File: src/shared/mscb_pkg.sv
// Constants, register map and carrier types for the misc system register bank.
// Assumes a single 100 MHz clock and the documented byte offsets on the host bus.
package mscb_pkg;

  // ----------------------------------------------------------------
  // Timing
  // ----------------------------------------------------------------
  localparam int MCLK_PERIOD_NS = 10;
  localparam int TICK_PERIOD_NS = 40;
  localparam int TICK_DIV = TICK_PERIOD_NS / MCLK_PERIOD_NS;
  localparam int FR_CLEAR_NS = 160;
  localparam int FR_CLEAR_CYC = (FR_CLEAR_NS + MCLK_PERIOD_NS - 1) / MCLK_PERIOD_NS;

  // ----------------------------------------------------------------
  // Register offsets
  // ----------------------------------------------------------------
  localparam logic [7:0] OFS_TIMER_COUNT_VIEW = 8'h90;
  localparam logic [7:0] OFS_HALFWORD_ORDER_SELECT = 8'h98;
  localparam logic [7:0] OFS_FREE_RUNNING_TICKS = 8'h9C;
  localparam logic [7:0] OFS_DROPPED_FRAME_TALLY = 8'hA0;
  localparam logic [7:0] OFS_MAC_ACCESS_COMMAND = 8'hA4;
  localparam logic [7:0] OFS_MAC_ACCESS_VALUE = 8'hA8;

  // ----------------------------------------------------------------
  // Fields and reset values
  // ----------------------------------------------------------------
  localparam int CMD_PENDING_BIT = 31;
  localparam int CMD_DIRECTION_BIT = 30;
  localparam int CMD_ADDR_LSB = 0;
  localparam int CMD_ADDR_W = 8;
  localparam logic [15:0] TIMER_RST = 16'hFFFF;
  localparam logic [31:0] SWAP_RST = 32'h0000_0000;
  localparam logic [31:0] SWAP_ALL_ONES = 32'hFFFF_FFFF;
  localparam logic [31:0] VALUE_RST = 32'h0000_0000;
  localparam logic [31:0] TALLY_BELOW_HALF = 32'h7FFF_FFFF;

  // ----------------------------------------------------------------
  // Carriers
  // ----------------------------------------------------------------
  typedef struct packed {
    logic rd;
    logic wr;
    logic [7:0] addr;
    logic [31:0] wdata;
  } mscb_host_req_t;

  typedef struct packed {
    logic valid;
    logic read;
    logic [7:0] addr;
    logic [31:0] wdata;
  } mscb_mac_req_t;

endpackage : mscb_pkg

File: src/core/mscb_csr_bank.sv
// Host-visible misc system registers: timer view, halfword order, tick counter,
// dropped-frame tally and the indirect MAC register access pair.
// Assumes host strobes and all inputs are synchronous to mclk; mac side answers
// with a four-phase req/ack handshake.
//
// Operation
// - Timer present value readable in low 16 bits, all ones after reset.
// - Run bit falling presets timer preload to all ones and halts timer.
// - 32-bit bus: upper lines are high halfword, lower are low, swap ignored.
// - 16-bit bus, swap not all ones: address bit one selects high halfword.
// - 16-bit bus, swap all ones: address bit one selects low halfword.
// - Transmit low halfword first; first received halfword lands low.
// - 32-bit free counter from zero, one step per 25 MHz tick, wraps.
// - 16-bit bus: first halfword read latches the whole free count.
// - Free counter reads zero within 160 ns of a reset event.
// - Free counter runs in every power state.
// - Dropped-frame tally adds one per discarded receive frame.
// - A 32-bit read or a first-halfword read of the tally returns it and clears it.
// - Event raised when tally steps from 7FFFFFFF to 80000000.
// - Writing busy one starts the MAC access; busy clears when done.
// - Read data stored before busy clears.
// - Direction bit set means read, clear means write.
// - Low command byte addresses the MAC register.
// - MAC data register holds write or read value, resets to zero.
`timescale 1ns/1ns
module mscb_csr_bank #(
  parameter int TIMER_W = 16
) (
  input wire logic mclk,
  input wire logic rst,
  input wire logic softRst,
  input wire logic bus16,
  input wire mscb_pkg::mscb_host_req_t hostReq,
  output logic [31:0] hostRdData_ff,
  output logic hostRdValid_ff,
  input wire logic timerRun,
  input wire logic timerLoadWr,
  input wire logic [TIMER_W-1:0] timerLoadIn,
  output logic [TIMER_W-1:0] timerPreloadValue_ff,
  input wire logic rxDrop,
  output logic tallyHalfway_ff,
  output mscb_pkg::mscb_mac_req_t macReq_ff,
  input wire logic macAck,
  input wire logic [31:0] macRdData,
  input wire logic [31:0] txWordIn,
  input wire logic txWordValid,
  output logic [15:0] txHalf_ff,
  output logic txHalfValid_ff,
  input wire logic [15:0] rxHalfIn,
  input wire logic rxHalfValid,
  output logic [31:0] rxWord_ff,
  output logic rxWordValid_ff
);

  // ----------------------------------------------------------------
  // Helpers
  // ----------------------------------------------------------------
  function automatic logic [15:0] half_of(input logic [31:0] word, input logic hi);
    half_of = hi ? word[31:16] : word[15:0];
  endfunction : half_of

  function automatic logic [31:0] merge_half(input logic [31:0] old, input logic [31:0] wd,
                                             input logic hi, input logic narrow);
    if (!narrow)
      merge_half = wd;
    else if (hi)
      merge_half = {wd[15:0], old[15:0]};
    else
      merge_half = {old[31:16], wd[15:0]};
  endfunction : merge_half

  // ----------------------------------------------------------------
  // Decode
  // ----------------------------------------------------------------
  logic [31:0] swap_ff;
  logic [31:0] tally_ff;
  logic [31:0] value_ff;
  logic cmdPending_ff;
  logic cmdDirection_ff;
  logic [7:0] cmdAddr_ff;
  logic [31:0] frSnap_ff;
  logic frHeld_ff;
  logic [31:0] dropSnap_ff;
  logic dropHeld_ff;
  logic [TIMER_W-1:0] timerCount_ff;
  logic runPrev_ff;
  logic tick;
  logic [31:0] freeCount;

  wire [7:0] ofs = {hostReq.addr[7:2], 2'b00};
  wire swapAll = (swap_ff == mscb_pkg::SWAP_ALL_ONES);
  // Swap setting only matters on the narrow bus
  wire hiSel = hostReq.addr[1] ^ swapAll;
  wire rdFree = hostReq.rd && (ofs == mscb_pkg::OFS_FREE_RUNNING_TICKS);
  wire rdDrop = hostReq.rd && (ofs == mscb_pkg::OFS_DROPPED_FRAME_TALLY);
  wire wrSwap = hostReq.wr && (ofs == mscb_pkg::OFS_HALFWORD_ORDER_SELECT);
  // Command and data writes while busy are dropped rather than corrupting a live access
  wire wrCmd = hostReq.wr && (ofs == mscb_pkg::OFS_MAC_ACCESS_COMMAND) && !cmdPending_ff;
  wire wrValue = hostReq.wr && (ofs == mscb_pkg::OFS_MAC_ACCESS_VALUE) && !cmdPending_ff;

  // ----------------------------------------------------------------
  // Read path
  // ----------------------------------------------------------------
  wire [31:0] cmdWord = {cmdPending_ff, cmdDirection_ff, 22'h000000, cmdAddr_ff};
  wire [31:0] freeView = (bus16 && frHeld_ff) ? frSnap_ff : freeCount;
  wire [31:0] dropView = (bus16 && dropHeld_ff) ? dropSnap_ff : tally_ff;
  wire [31:0] timerWord = {{(32 - TIMER_W){1'b0}}, timerCount_ff};
  wire [31:0] rdWord =
    (ofs == mscb_pkg::OFS_TIMER_COUNT_VIEW) ? timerWord :
    (ofs == mscb_pkg::OFS_HALFWORD_ORDER_SELECT) ? swap_ff :
    (ofs == mscb_pkg::OFS_FREE_RUNNING_TICKS) ? freeView :
    (ofs == mscb_pkg::OFS_DROPPED_FRAME_TALLY) ? dropView :
    (ofs == mscb_pkg::OFS_MAC_ACCESS_COMMAND) ? cmdWord :
    (ofs == mscb_pkg::OFS_MAC_ACCESS_VALUE) ? value_ff : 32'h0000_0000;
  wire [31:0] nxt_rdData = bus16 ? {16'h0000, half_of(rdWord, hiSel)} : rdWord;

  always_ff @(posedge mclk or posedge rst)
  begin
    if (rst)
    begin
      hostRdData_ff <= 32'h0000_0000;
      hostRdValid_ff <= 1'b0;
    end
    else
    begin
      hostRdData_ff <= hostReq.rd ? nxt_rdData : hostRdData_ff;
      hostRdValid_ff <= hostReq.rd;
    end
  end

  // ----------------------------------------------------------------
  // Halfword order and snapshots
  // ----------------------------------------------------------------
  // Order select survives soft reset, so the bus stays readable across it
  always_ff @(posedge mclk or posedge rst)
  begin
    if (rst)
      swap_ff <= mscb_pkg::SWAP_RST;
    else if (wrSwap)
      swap_ff <= merge_half(swap_ff, hostReq.wdata, hiSel, bus16);
  end

  wire frFirst = rdFree && bus16 && !frHeld_ff;
  wire dropFirst = rdDrop && bus16 && !dropHeld_ff;

  always_ff @(posedge mclk or posedge rst)
  begin
    if (rst)
    begin
      frHeld_ff <= 1'b0;
      frSnap_ff <= 32'h0000_0000;
      dropHeld_ff <= 1'b0;
      dropSnap_ff <= 32'h0000_0000;
    end
    else if (softRst)
    begin
      frHeld_ff <= 1'b0;
      dropHeld_ff <= 1'b0;
    end
    else
    begin
      frHeld_ff <= (rdFree && bus16) ? !frHeld_ff : frHeld_ff;
      frSnap_ff <= frFirst ? freeCount : frSnap_ff;
      dropHeld_ff <= (rdDrop && bus16) ? !dropHeld_ff : dropHeld_ff;
      dropSnap_ff <= dropFirst ? tally_ff : dropSnap_ff;
    end
  end

  // ----------------------------------------------------------------
  // Free-running counter
  // ----------------------------------------------------------------
  mscb_tick_counter #(
    .DIV(mscb_pkg::TICK_DIV),
    .CNT_W(32)
  ) u_ticks (
    .mclk(mclk),
    .rst(rst),
    .softClr(softRst),
    .tick(tick),
    .count(freeCount)
  );

  // ----------------------------------------------------------------
  // Dropped-frame tally
  // ----------------------------------------------------------------
  // On the narrow bus the clear happens on the first half, the second half comes from the snapshot
  wire tallyClr = rdDrop && (!bus16 || !dropHeld_ff);
  // A drop in the clearing cycle is kept as the new count
  wire [31:0] nxt_tally = tallyClr ? {31'h0, rxDrop} : tally_ff + {31'h0, rxDrop};
  wire nxt_halfway = !tallyClr && rxDrop && (tally_ff == mscb_pkg::TALLY_BELOW_HALF);

  always_ff @(posedge mclk or posedge rst)
  begin
    if (rst)
    begin
      tally_ff <= 32'h0000_0000;
      tallyHalfway_ff <= 1'b0;
    end
    else if (softRst)
    begin
      tally_ff <= 32'h0000_0000;
      tallyHalfway_ff <= 1'b0;
    end
    else
    begin
      tally_ff <= nxt_tally;
      tallyHalfway_ff <= nxt_halfway;
    end
  end

  // ----------------------------------------------------------------
  // General purpose timer
  // ----------------------------------------------------------------
  wire runFall = runPrev_ff && !timerRun;
  wire runRise = !runPrev_ff && timerRun;
  wire timerZero = (timerCount_ff == '0);
  wire [TIMER_W-1:0] nxt_timer =
    runRise ? timerPreloadValue_ff :
    (timerRun && tick) ? (timerZero ? timerPreloadValue_ff : timerCount_ff - TIMER_W'(1)) :
    timerCount_ff; // Halts when run is low

  always_ff @(posedge mclk or posedge rst)
  begin
    if (rst)
    begin
      runPrev_ff <= 1'b0;
      timerPreloadValue_ff <= TIMER_W'(mscb_pkg::TIMER_RST);
      timerCount_ff <= TIMER_W'(mscb_pkg::TIMER_RST);
    end
    else
    begin
      runPrev_ff <= timerRun;
      if (runFall)
        timerPreloadValue_ff <= TIMER_W'(mscb_pkg::TIMER_RST);
      else if (timerLoadWr)
        timerPreloadValue_ff <= timerLoadIn;
      timerCount_ff <= nxt_timer;
    end
  end

  // ----------------------------------------------------------------
  // MAC indirect access
  // ----------------------------------------------------------------
  typedef enum logic [1:0] {MS_IDLE, MS_WAIT_ACK, MS_WAIT_REL} mscb_mac_state_t;
  mscb_mac_state_t state_ff;

  wire [31:0] cmdMerged = merge_half(cmdWord, hostReq.wdata, hiSel, bus16);

  always_ff @(posedge mclk or posedge rst)
  begin
    if (rst)
    begin
      state_ff <= MS_IDLE;
      cmdPending_ff <= 1'b0;
      cmdDirection_ff <= 1'b0;
      cmdAddr_ff <= 8'h00;
      value_ff <= mscb_pkg::VALUE_RST;
      macReq_ff <= '0;
    end
    else if (softRst)
    begin
      state_ff <= MS_IDLE;
      cmdPending_ff <= 1'b0;
      cmdDirection_ff <= 1'b0;
      cmdAddr_ff <= 8'h00;
      value_ff <= mscb_pkg::VALUE_RST;
      macReq_ff <= '0;
    end
    else
    begin
      if (wrCmd)
      begin
        cmdPending_ff <= cmdMerged[mscb_pkg::CMD_PENDING_BIT];
        cmdDirection_ff <= cmdMerged[mscb_pkg::CMD_DIRECTION_BIT];
        cmdAddr_ff <= cmdMerged[mscb_pkg::CMD_ADDR_LSB +: mscb_pkg::CMD_ADDR_W];
      end
      if (wrValue)
        value_ff <= merge_half(value_ff, hostReq.wdata, hiSel, bus16);
      unique case (state_ff)
        MS_IDLE:
        begin
          if (cmdPending_ff)
          begin
            // Request fields are held stable for the whole handshake
            macReq_ff <= '{valid: 1'b1, read: cmdDirection_ff, addr: cmdAddr_ff, wdata: value_ff};
            state_ff <= MS_WAIT_ACK;
          end
        end
        MS_WAIT_ACK:
        begin
          if (macAck)
          begin
            if (macReq_ff.read)
              value_ff <= macRdData;
            macReq_ff.valid <= 1'b0;
            state_ff <= MS_WAIT_REL;
          end
        end
        MS_WAIT_REL:
        begin
          if (!macAck)
          begin
            cmdPending_ff <= 1'b0;
            state_ff <= MS_IDLE;
          end
        end
      endcase
    end
  end

  // ----------------------------------------------------------------
  // FIFO halfword order
  // ----------------------------------------------------------------
  // Network order is fixed, independent of the host order select
  logic [15:0] txHigh_ff;
  logic txHighPend_ff;
  logic rxLowHeld_ff;

  always_ff @(posedge mclk or posedge rst)
  begin
    if (rst)
    begin
      txHalf_ff <= 16'h0000;
      txHalfValid_ff <= 1'b0;
      txHigh_ff <= 16'h0000;
      txHighPend_ff <= 1'b0;
    end
    else
    begin
      txHalfValid_ff <= txWordValid || txHighPend_ff;
      txHighPend_ff <= txWordValid;
      if (txWordValid)
      begin
        txHalf_ff <= txWordIn[15:0];
        txHigh_ff <= txWordIn[31:16];
      end
      else if (txHighPend_ff)
        txHalf_ff <= txHigh_ff;
    end
  end

  always_ff @(posedge mclk or posedge rst)
  begin
    if (rst)
    begin
      rxWord_ff <= 32'h0000_0000;
      rxWordValid_ff <= 1'b0;
      rxLowHeld_ff <= 1'b0;
    end
    else
    begin
      rxWordValid_ff <= rxHalfValid && rxLowHeld_ff;
      if (rxHalfValid)
      begin
        rxLowHeld_ff <= !rxLowHeld_ff;
        if (rxLowHeld_ff)
          rxWord_ff[31:16] <= rxHalfIn;
        else
          rxWord_ff[15:0] <= rxHalfIn;
      end
    end
  end

endmodule : mscb_csr_bank

File: src/core/mscb_tick_counter.sv
// Divider for the 25 MHz tick enable and the free-running tick counter.
// Assumes mclk at 100 MHz; softClr is a synchronous one-cycle pulse.
`timescale 1ns/1ns
module mscb_tick_counter #(
  parameter int DIV = mscb_pkg::TICK_DIV,
  parameter int CNT_W = 32
) (
  input wire logic mclk,
  input wire logic rst,
  input wire logic softClr,
  output logic tick,
  output logic [CNT_W-1:0] count
);

  // ----------------------------------------------------------------
  // Divider
  // ----------------------------------------------------------------
  logic [7:0] div_ff;
  wire divEnd = (div_ff == 8'(DIV - 1));
  wire [7:0] nxt_div = divEnd ? 8'h00 : div_ff + 8'h01;

  always_ff @(posedge mclk or posedge rst)
  begin
    if (rst)
      div_ff <= 8'h00;
    else if (softClr)
      div_ff <= 8'h00;
    else
      div_ff <= nxt_div;
  end

  assign tick = divEnd;

  // ----------------------------------------------------------------
  // Counter
  // ----------------------------------------------------------------
  // No power-state input gates this counter, so it runs in every state
  logic [CNT_W-1:0] count_ff;
  wire [CNT_W-1:0] nxt_count = count_ff + CNT_W'(1);

  always_ff @(posedge mclk or posedge rst)
  begin
    if (rst)
      count_ff <= '0;
    else if (softClr)
      count_ff <= '0; // Cleared in one cycle, well inside the allowed window
    else if (divEnd)
      count_ff <= nxt_count; // Natural wrap after all ones
  end

  assign count = count_ff;

endmodule : mscb_tick_counter

File: config.mk
export PLATFORM = sky130hd
export DESIGN_NAME = mscb_csr_bank
export DESIGN_NICKNAME = d
export VERILOG_FILES = /design/src/shared/mscb_pkg.sv /design/src/core/mscb_csr_bank.sv /design/src/core/mscb_tick_counter.sv
export SDC_FILE = /design/constraint.sdc
export NUM_CORES = 1
export LEC_CHECK = 0
export BUFFER_PORTS_ARGS = -buffer_cell sky130_fd_sc_hd__buf_4
export CAP_MARGIN = 20
export CELL_PAD_IN_SITES_DETAIL_PLACEMENT = 1
export CELL_PAD_IN_SITES_GLOBAL_PLACEMENT = 1
export CORE_MARGIN = 10
export CORE_UTILIZATION = 40
export DETAILED_ROUTE_END_ITERATION = 7
export GPL_TIMING_DRIVEN = 0
export PLACE_DENSITY_LB_ADDON = 0.1
export SLEW_MARGIN = 20
export SYNTH_ARGS = -nofsm -noshare
export SYNTH_HDL_FRONTEND = slang
export SYNTH_SLANG_ARGS = --single-unit
File: constraint.sdc
create_clock -name mclk -period 26.9 [get_ports mclk]
set_input_delay 1.345 -clock mclk [delete_from_list [all_inputs] [get_ports mclk]]
set_output_delay 1.345 -clock mclk [all_outputs]
set_load 0.01 [all_outputs]
* After elaboration in Yosys (flattened, before gate mapping)
Index checks and enable logic that the tools add are counted.
Widths: inputs -> output; s select.
** Cells by class
- Add/sub/neg operators :: 4
- Eq/ne operators :: 18
- Bitwise logic cells :: 3
- $mul :: 0
- Multiplexer cells :: 57
- $lt $le $gt $ge :: 0
- Shift operators :: 0
- Divide/modulo/power cells :: 0
- Reduce and logical (&&, ||, !) cells :: 53
** Operator list (number)
- $mux 32 :: 24
- $mux 16 :: 8
- $mux 42 :: 2
- $mux 41 :: 1
- $eq 6x6->1 const B :: 6
- $add 32x1->32 :: 1
- $add 32x1->32 const B :: 1
- $eq 32x31->1 const B :: 1
- $eq 32x32->1 const B :: 1
- $mux 8 :: 4
- $logic_and 1x1->1 :: 20
- $reduce_and 2->1 :: 9
- $reduce_bool 2->1 :: 9
- $logic_not 16->1 :: 1
- $sub 16x1->16 const B :: 1
- $mux 1 :: 12
- $ne 3x3->1 const B :: 4
- $add 8x1->8 const B :: 1
- $eq 8x2->1 const B :: 1
- $logic_not 1->1 :: 8
- $mux 2 :: 4
- $pmux 2 s3 :: 1
- $reduce_and 3->1 :: 2
- $ne 3x2->1 const B :: 1
- other kinds (10) :: 12
** Word-level totals
- Register bits :: 391
- Word-level logic and storage cells :: 167
- Memory bits (writable) :: 0
- Bits in latches :: 0
- Output and inout bits :: 142
- Memory bits (read-only) :: 0
- Memories kept :: 0
- Input bits :: 148

* Depth between registers and ports, before layout
Gate-level depths: netlist of run 1.
- Depth after elaboration :: 9
- Mapped depth :: 9

* Hierarchy
From an unflattened synthesis of run 1, not the netlist that was laid out.
** Unflattened totals
- Cell total of the unflattened synthesis :: 1776
- Area, all modules :: 18811.8 µm²
** By module, submodules not included
- mscb_csr_bank :: seq. area each 8823.5 µm², cells an instance 1555, area each 16684.8 µm², times used 1
- mscb_tick_counter :: seq. area each 1001.0 µm², cells an instance 221, area each 2127.0 µm², times used 1

* Least setup slack after synthesis of run 1
Ideal clock, no wire load.
- Path kind :: input port to flip-flop
- Start :: in hostReq[38] (netlist name)
- End :: reg dropSnap_ff[10]
- Required time :: 26775 ps
- Data arrival time :: 3020 ps
- Setup time :: 125 ps
- Stages on the path :: 7
- Slack :: 23755 ps
- Cell sequence :: nand4bb_1 or2_1 clkbuf_1 or4_1 clkbuf_1 buf_2 mux2_2
** Between the ends
- Cells in the longest elaborated chain, start to end :: 5
** RTL lines
- start: declaration :: line mscb_csr_bank.sv:33 : input wire mscb_pkg::mscb_host_req_t hostReq,
- $eq 6x6->1 :: line mscb_csr_bank.sv:95 : wire rdDrop = hostReq.rd && (ofs == mscb_pkg::OFS_DROPPED_FRAME_TALLY);
- $logic_and 1x1->1 :: line mscb_csr_bank.sv:95
- $logic_and 1x1->1 (2 in series) :: line mscb_csr_bank.sv:144 : wire dropFirst = rdDrop && bus16 && !dropHeld_ff;
- $reduce_and 2->1 (no line)
- end signal: assignment :: line mscb_csr_bank.sv:165 : dropSnap_ff <= dropFirst ? tally_ff : dropSnap_ff;
- end: declaration :: line mscb_csr_bank.sv:83 : logic [31:0] dropSnap_ff;
Every way passes these cells.
A chain may end at the register's enable or synchronous reset.

* Worst setup path after layout of run 1
- Start :: in hostReq[38] (netlist name)
- End :: reg frSnap_ff[3]
** Between the ends
- Cells in the longest elaborated chain, start to end :: 5
** RTL lines
- $eq 6x6->1 :: line mscb_csr_bank.sv:94 : wire rdFree = hostReq.rd && (ofs == mscb_pkg::OFS_FREE_RUNNING_TICKS);
- $logic_and 1x1->1 :: line mscb_csr_bank.sv:94
- $logic_and 1x1->1 (2 in series) :: line mscb_csr_bank.sv:143 : wire frFirst = rdFree && bus16 && !frHeld_ff;
- $reduce_and 2->1 (no line)
- end signal: assignment :: line mscb_csr_bank.sv:163 : frSnap_ff <= frFirst ? freeCount : frSnap_ff;
- end: declaration :: line mscb_csr_bank.sv:81 : logic [31:0] frSnap_ff;
Every way passes these cells.

==> impl_results.md, run 1 <==
* Vias per std cell at around 5.7
* Sinks on Clock Net at between 300 and 400
* Share of the yosys chip area belonging to registers at a little over half
* Die area at roughly 56000 um2
* Period utilization at 13.7%
* Slew Viols, Final at 0
* Crit-path max cell delay at approximately 0.78 ns
* Clk pin slew, worst setup/hold paths at 0.06 ns
* Total GRT Usage at 24.5%
* Rows at slightly below 80
* Hold-fix buffers at CTS at 0
* Via count at between 15000 and 20000
* Mux cell area share after synthesis at approximately 14%
* Skew-Pair Late Insertion Delay at 0.58 ns
* XOR/XNOR Fraction of Synth Area at roughly 2.9%
* # DRC at 0
* Adder-Cell Fraction of Synth Area at less than 1%
* Psw at 420 uW
* Num CTS Buffers at 47
* Switching Share at 26.5%
* # port buffers at 287
* CTS Buffer Depth at 3
* Total wire length at 69500 um
* Sequential share of power at 43.9%
* Setup Crit Path Kind: in -> reg
* Initial antenna violation count at 1
* H-Tree Depth at 2
* Io pins at a little under 300
* Worst R2R End: u_ticks.count[29]$_DFFE_PP0P_
* GR Util met1 at between 30 and 40%
* RePlAce Congestion at roughly 0.90
* Pwr Density at just under 70 nW/um2
* Pin count of the biggest net entering global routing at just under 100
* Startpoint types: primary input
* HP Start: hostRdData_ff[22]$_DFFE_PP0P_
* Global route hottest layer: met2
* Critical path startpoint: hostReq[38]
* YS warnings at 0
* Critical path arrival at 4.14 ns
* Reg2Reg Launch Point: u_ticks.div_ff[0]$_DFF_PP0_
* Syn avg cell area at roughly 11 um2
* DP HPWL at 53800 um
* Int Power at around 1200 uW
* DRT iter0 DRCs at between 1000 and 1500
* Total core area at 46500 um2
* Post-synth EDFFs at 0
* Ys async rst share at between 90% and 100%
* RSZ-0062 raised after global routing: no
* Fmax at ~0.27 GHz
* Top cells by area, synth: dfrtp_1, mux2_2, dfstp_2, mux2i_1, nor2_1
* Met2 global-route usage at between 40% and 50%
* Cell chain of the critical path: buf_4, nand4bb_1, nor2_1, nor4b_2, clkbuf_1, mux2_2
* Crit-path slowest cell: nor4b_2
* Mapped Area at between 15000 and 20000 um2
* Min Hold Slack at 0.486 ns
* CTS tree: done
* Initial Util at about two fifths
* Leading area contributor after synthesis: dfrtp_1
* Leakage at ~0.010 uW
* Final setup skew at approximately 0.018 ns
* VDD IR max at between 0.05 and 0.06 mV
* Yosys top cell area share at a little under half
* CP Capture Point: frSnap_ff[3]$_DFFE_PP0P_
* CP Data Required Time at approximately 27 ns
* Setup-failing EPs final at 0
* Cell variety after synth at 68
* Nets at 2204
* Synth Area in Compound Gates at between 10% and 20%
* 1st-pass router iterations at 6
* Period minus WS final at around 3.7 ns
* Share of cells above drive strength 1 at between 20% and 30%
* Final hold vios at 0
* Crit path buf inv count at 2
* Rel. slew slack at between 20% and 30%
* Global-route wire length before repair at 107000 um
* Die Wd at ~240 um
* Synth Flop Type: dfrtp_1
* Place WS at 22.74 ns
* Final global-route overflow total at 0
* Logic pwr share at 14.5%
* Die height at between 200 and 250 um
* Grt met3 use at approximately 3.4%
* Status: finished, final reports clean
* Minimum setup slack in the final design at approximately 23 ns
* Critical path fanouts, max at 10
* R2R cell count at 7
* Largest family of logic cells by synthesized area: multiplexers
* Synth Register Bits at around 390
* Top post-synthesis cells by count: dfrtp_1, mux2_2, nor2_1
* FILL cells at a little over 5000
* Clock power share at 41.6%
* Avg WL per Cell at roughly 26 um
* Setup_tns at 0 ns
* Area Growth Syn to Fin at 24.7%
* Levels on crit path at 6
* CP delay by family, top: simple AND/OR/NAND/NOR gates
* Max Cap Viol at 0
* Final Util at approximately 50%
* Post-Synth Simple-Gate Area at 12.9%
* Vias in the first global route at about 17000
* Post-CTS setup repair buffer count at 0
* Synth Net Count at roughly 1900
* Flop2flop setup slack at between 20 and 25 ns
* Synth Instances at between 1500 and 2000
* Count leader, synth: dfrtp_1
* Post-cts repair resize count at 0
* ANT nets after route at 0
* Worst Hold Class: reg -> reg
* Crit path capture type: flip-flop
* Least-Margin Pin Slew at about 1.1 ns
* Root Driver: clkbuf_16
layout make-up:
type / instances / area (um2) / share of cell area [%]
antenna: 1 / 2.50 / 0.0107
buffer: 113 / 463 / 1.98
clock buffer: 75 / 1440 / 6.18
clock inverter: 10 / 150 / 0.643
inverter: 25 / 101 / 0.434
multi-input combinational: 1178 / 8340 / 35.7
sequential: 391 / 9820 / 42.1
tap: 607 / 759 / 3.25
timing repair buffer: 291 / 2260 / 9.70
metrics by stage:
| step | cell area (um2) | total power, uW | std cells |
|---|---|---|---|
| 2_1_floorplan | 18700 | 808 | 1707 |
| 3_3_place_gp | 21600 | 928 | 2601 |
| 3_5_place_dp | 21800 | 939 | 2605 |
| 4_1_cts | 23300 | 1600 | 2690 |
| 5_1_grt | 23300 | 1650 | 2690 |
| 6_report | 23400 | 1580 | 2691 |
how the worst min path moves through the flow:
stage / end / cells after the start
2_1_floorplan: dropSnap_ff[4]$_DFFE_PP0P_ / 2
3_3_place_gp: dropSnap_ff[4]$_DFFE_PP0P_ / 2
3_5_place_dp: hostRdData_ff[22]$_DFFE_PP0P_ / 1
4_1_cts: hostRdData_ff[22]$_DFFE_PP0P_ / 1
5_1_grt: hostRdData_ff[22]$_DFFE_PP0P_ / 1
6_report: hostRdData_ff[22]$_DFFE_PP0P_ / 1
power groups by stage:
stage	clock network (uW)	registers [uW]	logic [uW]
2_1_floorplan	0	704	104
3_3_place_gp	0	702	226
3_5_place_dp	0	705	234
4_1_cts	672	695	235
5_1_grt	699	703	251
6_report	658	695	230
layout by cell type, fill, tap and decap left out, types with 8 or more instances in the layout:
cell type  synthesis  routed
o31ai_1           15      15
buf_4              0     287
o21bai_1          14      14
buf_2             13      13
a21oi_1           78      78
clkbuf_8           0      12
nor4_1            10      10
a31oi_1           24      24
nor2b_1           25      25
a22o_1            49      49
a311o_1           14      14
xor2_1            34      34
mux2_4            10      10
nand3_1           55      55
nor3_1            28      28
o21ai_0           69      69
mux2_2           156     156
dfstp_2           32      32
clkbuf_16          0      49
mux2i_1           76      76
xnor2_1           27      27
nand4_1           30      30
inv_1             24      23
and4_1            10      10
nor2_1           144     144
a221o_1           23      23
and3_1            15      15
buf_1             17      17
or3_1             12      12
dfrtp_1          359     359
ha_1               9       9
a211oi_1          18      18
o221ai_1           8       8
a22oi_1           17      17
nand2_1          126     126
and2_1             8       8
o2bb2ai_1         16      16
clkbuf_1          80      94
kinds of logic after synthesis:
family | after synthesis
buf+inv | 138
simple gates | 491
compound gates | 375
flops | 391
fa+ha+maj | 9
xor+xnor | 61
mux | 242
registers in the layout, summed over array words and instances (netlist names), 2 cells and up:
signal	cells
cmdAddr_ff	8
dropSnap_ff	32
frSnap_ff	32
hostRdData_ff	32
macReq_ff	42
rxWord_ff	32
state_ff	2
swap_ff	32
tally_ff	32
timerCount_ff	16
timerPreloadValue_ff	16
txHalf_ff	16
txHigh_ff	16
u_ticks.count	32
u_ticks.div_ff	8
value_ff	32
metal layers:
metal | share of wire (%) | up-vias
met1 | 42 | 7960
met4 | 3.1 | 0
li1 | - | 6909
met3 | 4.4 | 111
met2 | 51 | 379
met5 | 0 | -
No activity file was read; power rests on OpenSTA's default activity.
==> run 2: changes to the inputs <==
- clock period: 26.9 -> 3.7 ns (I/O delays scaled with it)
==> impl_results.md, run 2 (same netlist as run 1, synthesis figures left out) <==
* Nets at ~2300
* CP delay by family, top: simple AND/OR/NAND/NOR gates
* DP HPWL at between 50000 and 60000 um
* Die height at between 200 and 250 um
* Crit path buf inv count at 1
* RePlAce Congestion at a little over 0.9
* Worst Hold Class: in -> reg
* Final global-route overflow total at 0
* Cell chain of the critical path: ha_1, nor4b_1, and4_1, clkbuf_1, nand4_1, nor3_1, xnor2_1, nor2_1
* Final Util at a little over half
* Post-CTS setup repair buffer count at 0
* VDD IR max at 0.360 mV
* Least-Margin Pin Slew at about 1.1 ns
* Status: finished, final reports clean
* Leakage at between 0.01 and 0.015 uW
* Total wire length at about 73000 um
* Die area at roughly 56000 um2
* Placed Area at roughly 22000 um2
* Critical path fanouts, max at 9
* Area Growth Syn to Fin at 31.5%
* R2R cell count at 8
* Fmax at 0.297 GHz
* Global-route wire length before repair at between 100000 and 150000 um
* Num CTS Buffers at 46
* Crit-path slowest cell: nor4b_1
* Vias in the first global route at about 17000
* DRT iter0 DRCs at 1182
* Setup-failing EPs final at 0
* Pin count of the biggest net entering global routing at 34
* Vias per std cell at 5.73
* Reg2Reg Launch Point: u_ticks.div_ff[0]$_DFF_PP0_
* Setup Crit Path Kind: reg -> reg
* Clk pin slew, worst setup/hold paths at approximately 0.06 ns
* Rel. slew slack at around 22%
* Most frequent cells in the layout: dfrtp_1, buf_4, mux2_2
* Max FFs per register at between 40 and 50
* Share of cells above drive strength 1 at between 20% and 30%
* Avg WL per Cell at between 20 and 30 um
* RSZ-0062 raised after global routing: no
* Design Area, Final at roughly 25000 um2
* CTS tree: done
* Commonest non-fill, non-tap cell in the layout: dfrtp_1
* Rows at 79
* Pwr Density at between 400 and 500 nW/um2
* Final hold vios at 0
* Period utilization at 90.9%
* 1st-pass router iterations at 5
* H-Tree Depth at 2
* Total core area at between 40000 and 50000 um2
* CTS Buffer Depth at 3
* Worst R2R End: u_ticks.count[31]$_DFFE_PP0P_
* Root Driver: clkbuf_16
* Critical path startpoint: u_ticks.div_ff[0]$_DFF_PP0_
* Biggest register: macReq_ff
* CP Data Required Time at just over 4 ns
* Minimum setup slack in the final design at ~0.34 ns
* Initial antenna violation count at 1
* Final setup skew at roughly 0.018 ns
* Period minus WS final at between 3 and 4 ns
* Sinks on Clock Net at 391
* ANT nets after route at 0
* # port buffers at around 290
* Total GRT Usage at 25.5%
* Skew-Pair Late Insertion Delay at roughly 0.6 ns
* Startpoint types: flip-flop
* Place WS at 0.504 ns
* Min-Delay Path Depth at 3
* Slew Viols, Final at 0
* Crit path capture type: flip-flop
* Critical path arrival at 3.80 ns
* # DRC at 0
* Levels on crit path at 8
* Flop2flop setup slack at around 0.34 ns
* Initial Util at about 40%
* Io pins at 290
* CP Capture Point: u_ticks.count[31]$_DFFE_PP0P_
* Die Wd at 236 um
* Crit-path max cell delay at about 0.72 ns
* Via count at roughly 16000
* Max Cap Viol at 0
-- run 2: cell types whose count changed in the layout (fill, tap and decap cells not counted), sizes merged --
| cell | change |
|---|---|
| dlygate4sd3 | +107 |
| buf | +11 |
| clkinv | +6 |
| clkbuf | -5 |
| bufinv | -2 |
| clkinvlp | +1 |
| diode | +1 |
-- run 2: how the worst min path moves through the flow --
| stage | startpoint | end | slack (ns) |
|---|---|---|---|
| global route | macRdData[21] | value_ff[21]$_DFF_PP0_ | 0.04 |
| detailed placement | rst | macReq_ff[9]$_DFFE_PP0P_ | 0.24 |
| CTS | macRdData[21] | value_ff[21]$_DFF_PP0_ | 0.000006 |
| floorplan | hostReq[41] | hostRdValid_ff$_DFF_PP0_ | 0.22 |
| global placement | hostReq[41] | hostRdValid_ff$_DFF_PP0_ | 0.30 |
| finish | macRdData[21] | value_ff[21]$_DFF_PP0_ | 0.03 |
-- run 2: final cells by class --
| type | count | area, um2 |
|---|---|---|
| Timing Repair Buffer | 409 | 3570 |
| Sequential cell | 391 | 9820 |
| Clock buffer | 70 | 1430 |
| Antenna cell | 2 | 5.00 |
| Multi-Input combinational cell | 1178 | 8350 |
| Buffer | 113 | 463 |
| Fill cell | 4981 | 21800 |
| Clock inverter | 15 | 126 |
| Tap cell | 607 | 759 |
| Inverter | 25 | 97.6 |
-- run 2: what timing repair did --
item / 4_1_cts / 5_1_grt
hold endpoints to repair: 211 / 0
hold buffers: 107 / 0
resized for setup: 0 / 0
-- run 2: through the flow --
stage          hold slack [ns]  total power (uW)  std cells  setup TNS (ns)
2_1_floorplan            0.216              5870       1707         -626.05
3_3_place_gp             0.304              6740       2601        -1580.47
3_5_place_dp             0.244              6850       2616               0
4_1_cts             0.00000555             11600       2808               0
5_1_grt                 0.0396             12000       2809               0
6_report                0.0315             11600       2810               0
-- run 2: metal layers --
layer  track usage, %  wire length (um)  vias to the layer above
li1                 -                 -                     7139
met1             31.9             30700                     8343
met2             43.3             36200                      454
met3             3.34              3090                      154
met4             10.9              3110                        0
met5                0                 0                        -
-- run 2: worst min-delay path, cell delays in order --
cell and delay [ns]:
buf_4 0.12, o21bai_1 0.18, o31ai_1 0.08
-- run 2: where the power goes --
group	switching, uW	internal [uW]	total [uW]	leakage [uW]
registers	335	4720	5050	0.00516
clock network	1890	2790	4680	0.000780
logic	925	903	1830	0.00504
total	3150	8410	11600	0.0110
==> run 3: changes to the inputs <==
- CAP_MARGIN: 20 -> 40
- clock period: 3.7 -> 3.6 ns (I/O delays scaled with it)
==> impl_results.md, run 3 (same netlist as run 1, synthesis figures left out) <==
* Share of cells above drive strength 1 at a little over a quarter
* Max FFs per register at 42
* Rows at between 70 and 80
* H-Tree Depth at 2
* Hold Path Sink: value_ff[24]$_DFF_PP0_
* Sequential Area at 9820 um2
* # DRC at 0
* Avg WL per Cell at 25.9 um
* Commonest non-fill, non-tap cell in the layout: dfrtp_1
* HP Start: macRdData[24]
* Status: finished, final reports clean
* Most frequent cells in the layout: dfrtp_1, buf_4, mux2_2
* Pwr Density at between 400 and 500 nW/um2
* Placed cells at roughly 2600
* Design Area, Final at about 25000 um2
* Worst Hold Class: in -> reg
* Reg2Reg Launch Point: swap_ff[2]$_DFFE_PP0P_
* Total core area at between 40000 and 50000 um2
* Crit-path slowest cell: dlygate4sd3_1
* Min-Delay Path Depth at 3
* Final global-route overflow total at 0
* Leakage at 0.0110 uW
* ANT nets after route at 0
* Global-route wire length before repair at 109000 um
* CP delay by family, top: simple AND/OR/NAND/NOR gates
* Setup Crit Path Kind: reg -> reg
* Setup-failing EPs final at 0
* Io pins at 290
* Total GRT Usage at approximately a quarter
* Setup_tns at 0 ns
* Nets at ~2300
* Initial antenna violation count at 4
* Post-Layout Cell Count at about 2800
* Biggest register: macReq_ff
* DP HPWL at 54500 um
* Clk pin slew, worst setup/hold paths at 0.06 ns
* Die area at roughly 56000 um2
* R2R cell count at 8
* Flop2flop setup slack at approximately 0.38 ns
* Area Growth Syn to Fin at 31.6%
* Pin count of the biggest net entering global routing at 34
* FILL cells at ~5100
* Startpoint types: flip-flop
* Max Cap Viol at 0
* Sinks on Clock Net at roughly 390
* 1st-pass router iterations at 5
* Crit-path max cell delay at between 0.5 and 0.6 ns
* Minimum setup slack in the final design at about 0.38 ns
* Final hold vios at 0
* Die height at 236 um
* Fmax at slightly above 0.3 GHz
* Root Driver: clkbuf_16
* CTS tree: done
* Crit path capture type: flip-flop
* Least-Margin Pin Slew at 0.892 ns
* Period minus WS final at about 3.2 ns
* Place WS at roughly 0.35 ns
* Period utilization at 89.5%
* Critical path fanouts, max at 10
* Num CTS Buffers at between 40 and 50
* Placed Area at 22000 um2
* VDD IR max at approximately 0.40 mV
* Worst R2R End: value_ff[13]$_DFF_PP0_
* Total wire length at around 73000 um
* RSZ-0062 raised after global routing: no
* Cell chain of the critical path: nand4_1, nor4_2, a21oi_1, nor3_4, buf_6, mux2i_1, a211oi_1, dlygate4sd3_1
* Critical path arrival at between 3 and 4 ns
* Initial Util at between 40 and 50%
* # port buffers at roughly 290
* Final setup skew at about 0.018 ns
* DRT iter0 DRCs at 1094
* Via count at about 16000
* Rel. slew slack at around two fifths
* Crit path buf inv count at 2
* Skew-Pair Late Insertion Delay at slightly below 0.6 ns
* CP Data Required Time at 4.07 ns
* Vias in the first global route at 17108
* Post-CTS setup repair buffer count at 0
* Vias per std cell at about 5.7
* CTS Buffer Depth at 3
* RePlAce Congestion at 0.925
* Die Wd at 236 um
* PnR Total Power at between 10000 and 15000 uW
* Multi-input logic area at between 8000 and 9000 um2
* Slew Viols, Final at 0
-- run 3: cell count changes in the layout (fill, tap and decap cells not counted), moves of 2 or more --
cell / change
clkinv_2: -9
clkbuf_1: +6
dlygate4sd3_1: +6
clkbuf_8: -4
buf_2: +2
clkbuf_16: -2
-- run 3: where the power goes --
part           internal [uW]  switching, uW
Sequential              4850            338
Clock                   2770           1900
Combinational            934            948
-- run 3: final cells by class --
type                       instances  area share, %
tap                              607           3.08
multi-input combinational       1178           33.9
clock inverter                     9          0.508
inverter                          25          0.396
buffer                           113           1.88
antenna                            3         0.0305
timing repair buffer             421           14.9
sequential                       391           39.9
clock buffer                      70           5.45
-- run 3: worst max path at each step --
stage,slack (ns),startpoint,depth (start not counted),end
6_report,0.38,swap_ff[2]$_DFFE_PP0P_,8,value_ff[13]$_DFF_PP0_
5_1_grt,0.29,u_ticks.div_ff[0]$_DFF_PP0_,8,u_ticks.count[31]$_DFFE_PP0P_
4_1_cts,0.32,u_ticks.div_ff[0]$_DFF_PP0_,8,timerCount_ff[1]$_DFFE_PP1P_
3_5_place_dp,0.35,u_ticks.div_ff[0]$_DFF_PP0_,8,timerCount_ff[1]$_DFFE_PP1P_
3_3_place_gp,-4.35,rst,2,rxWord_ff[2]$_DFFE_PP0P_
2_1_floorplan,-1.81,rst,1,cmdAddr_ff[0]$_DFFE_PP0P_
-- run 3: worst min-delay path: cells and delay by family --
family,cells,cell delay (ns)
buffers and inverters,1,0.11
AO/OA/AOI/OAI,2,0.29
-- run 3: metrics by stage --
step / utilization, % / hold WS, ns
after floorplan: - / 0.211
after global placement: 46.6 / 0.299
after detailed placement: 47.4 / 0.241
after CTS: 53.0 / 0.00965
after global routing: 53.0 / 0.0488
final: 53.0 / 0.0382
-- run 3: repair_timing --
action | 4_1_cts | 5_1_grt
endpoints found under the setup margin | 0 | 1
resized for setup | 0 | 1
hold endpoints to repair | 216 | 0
hold buffers | 113 | 0
-- run 3: layer usage --
layer  global-route usage, %  wire length [um]
met1                    31.8             30500
met5                       0                 0
met2                    42.5             36100
met3                    3.80              3200
met4                    10.7              3030
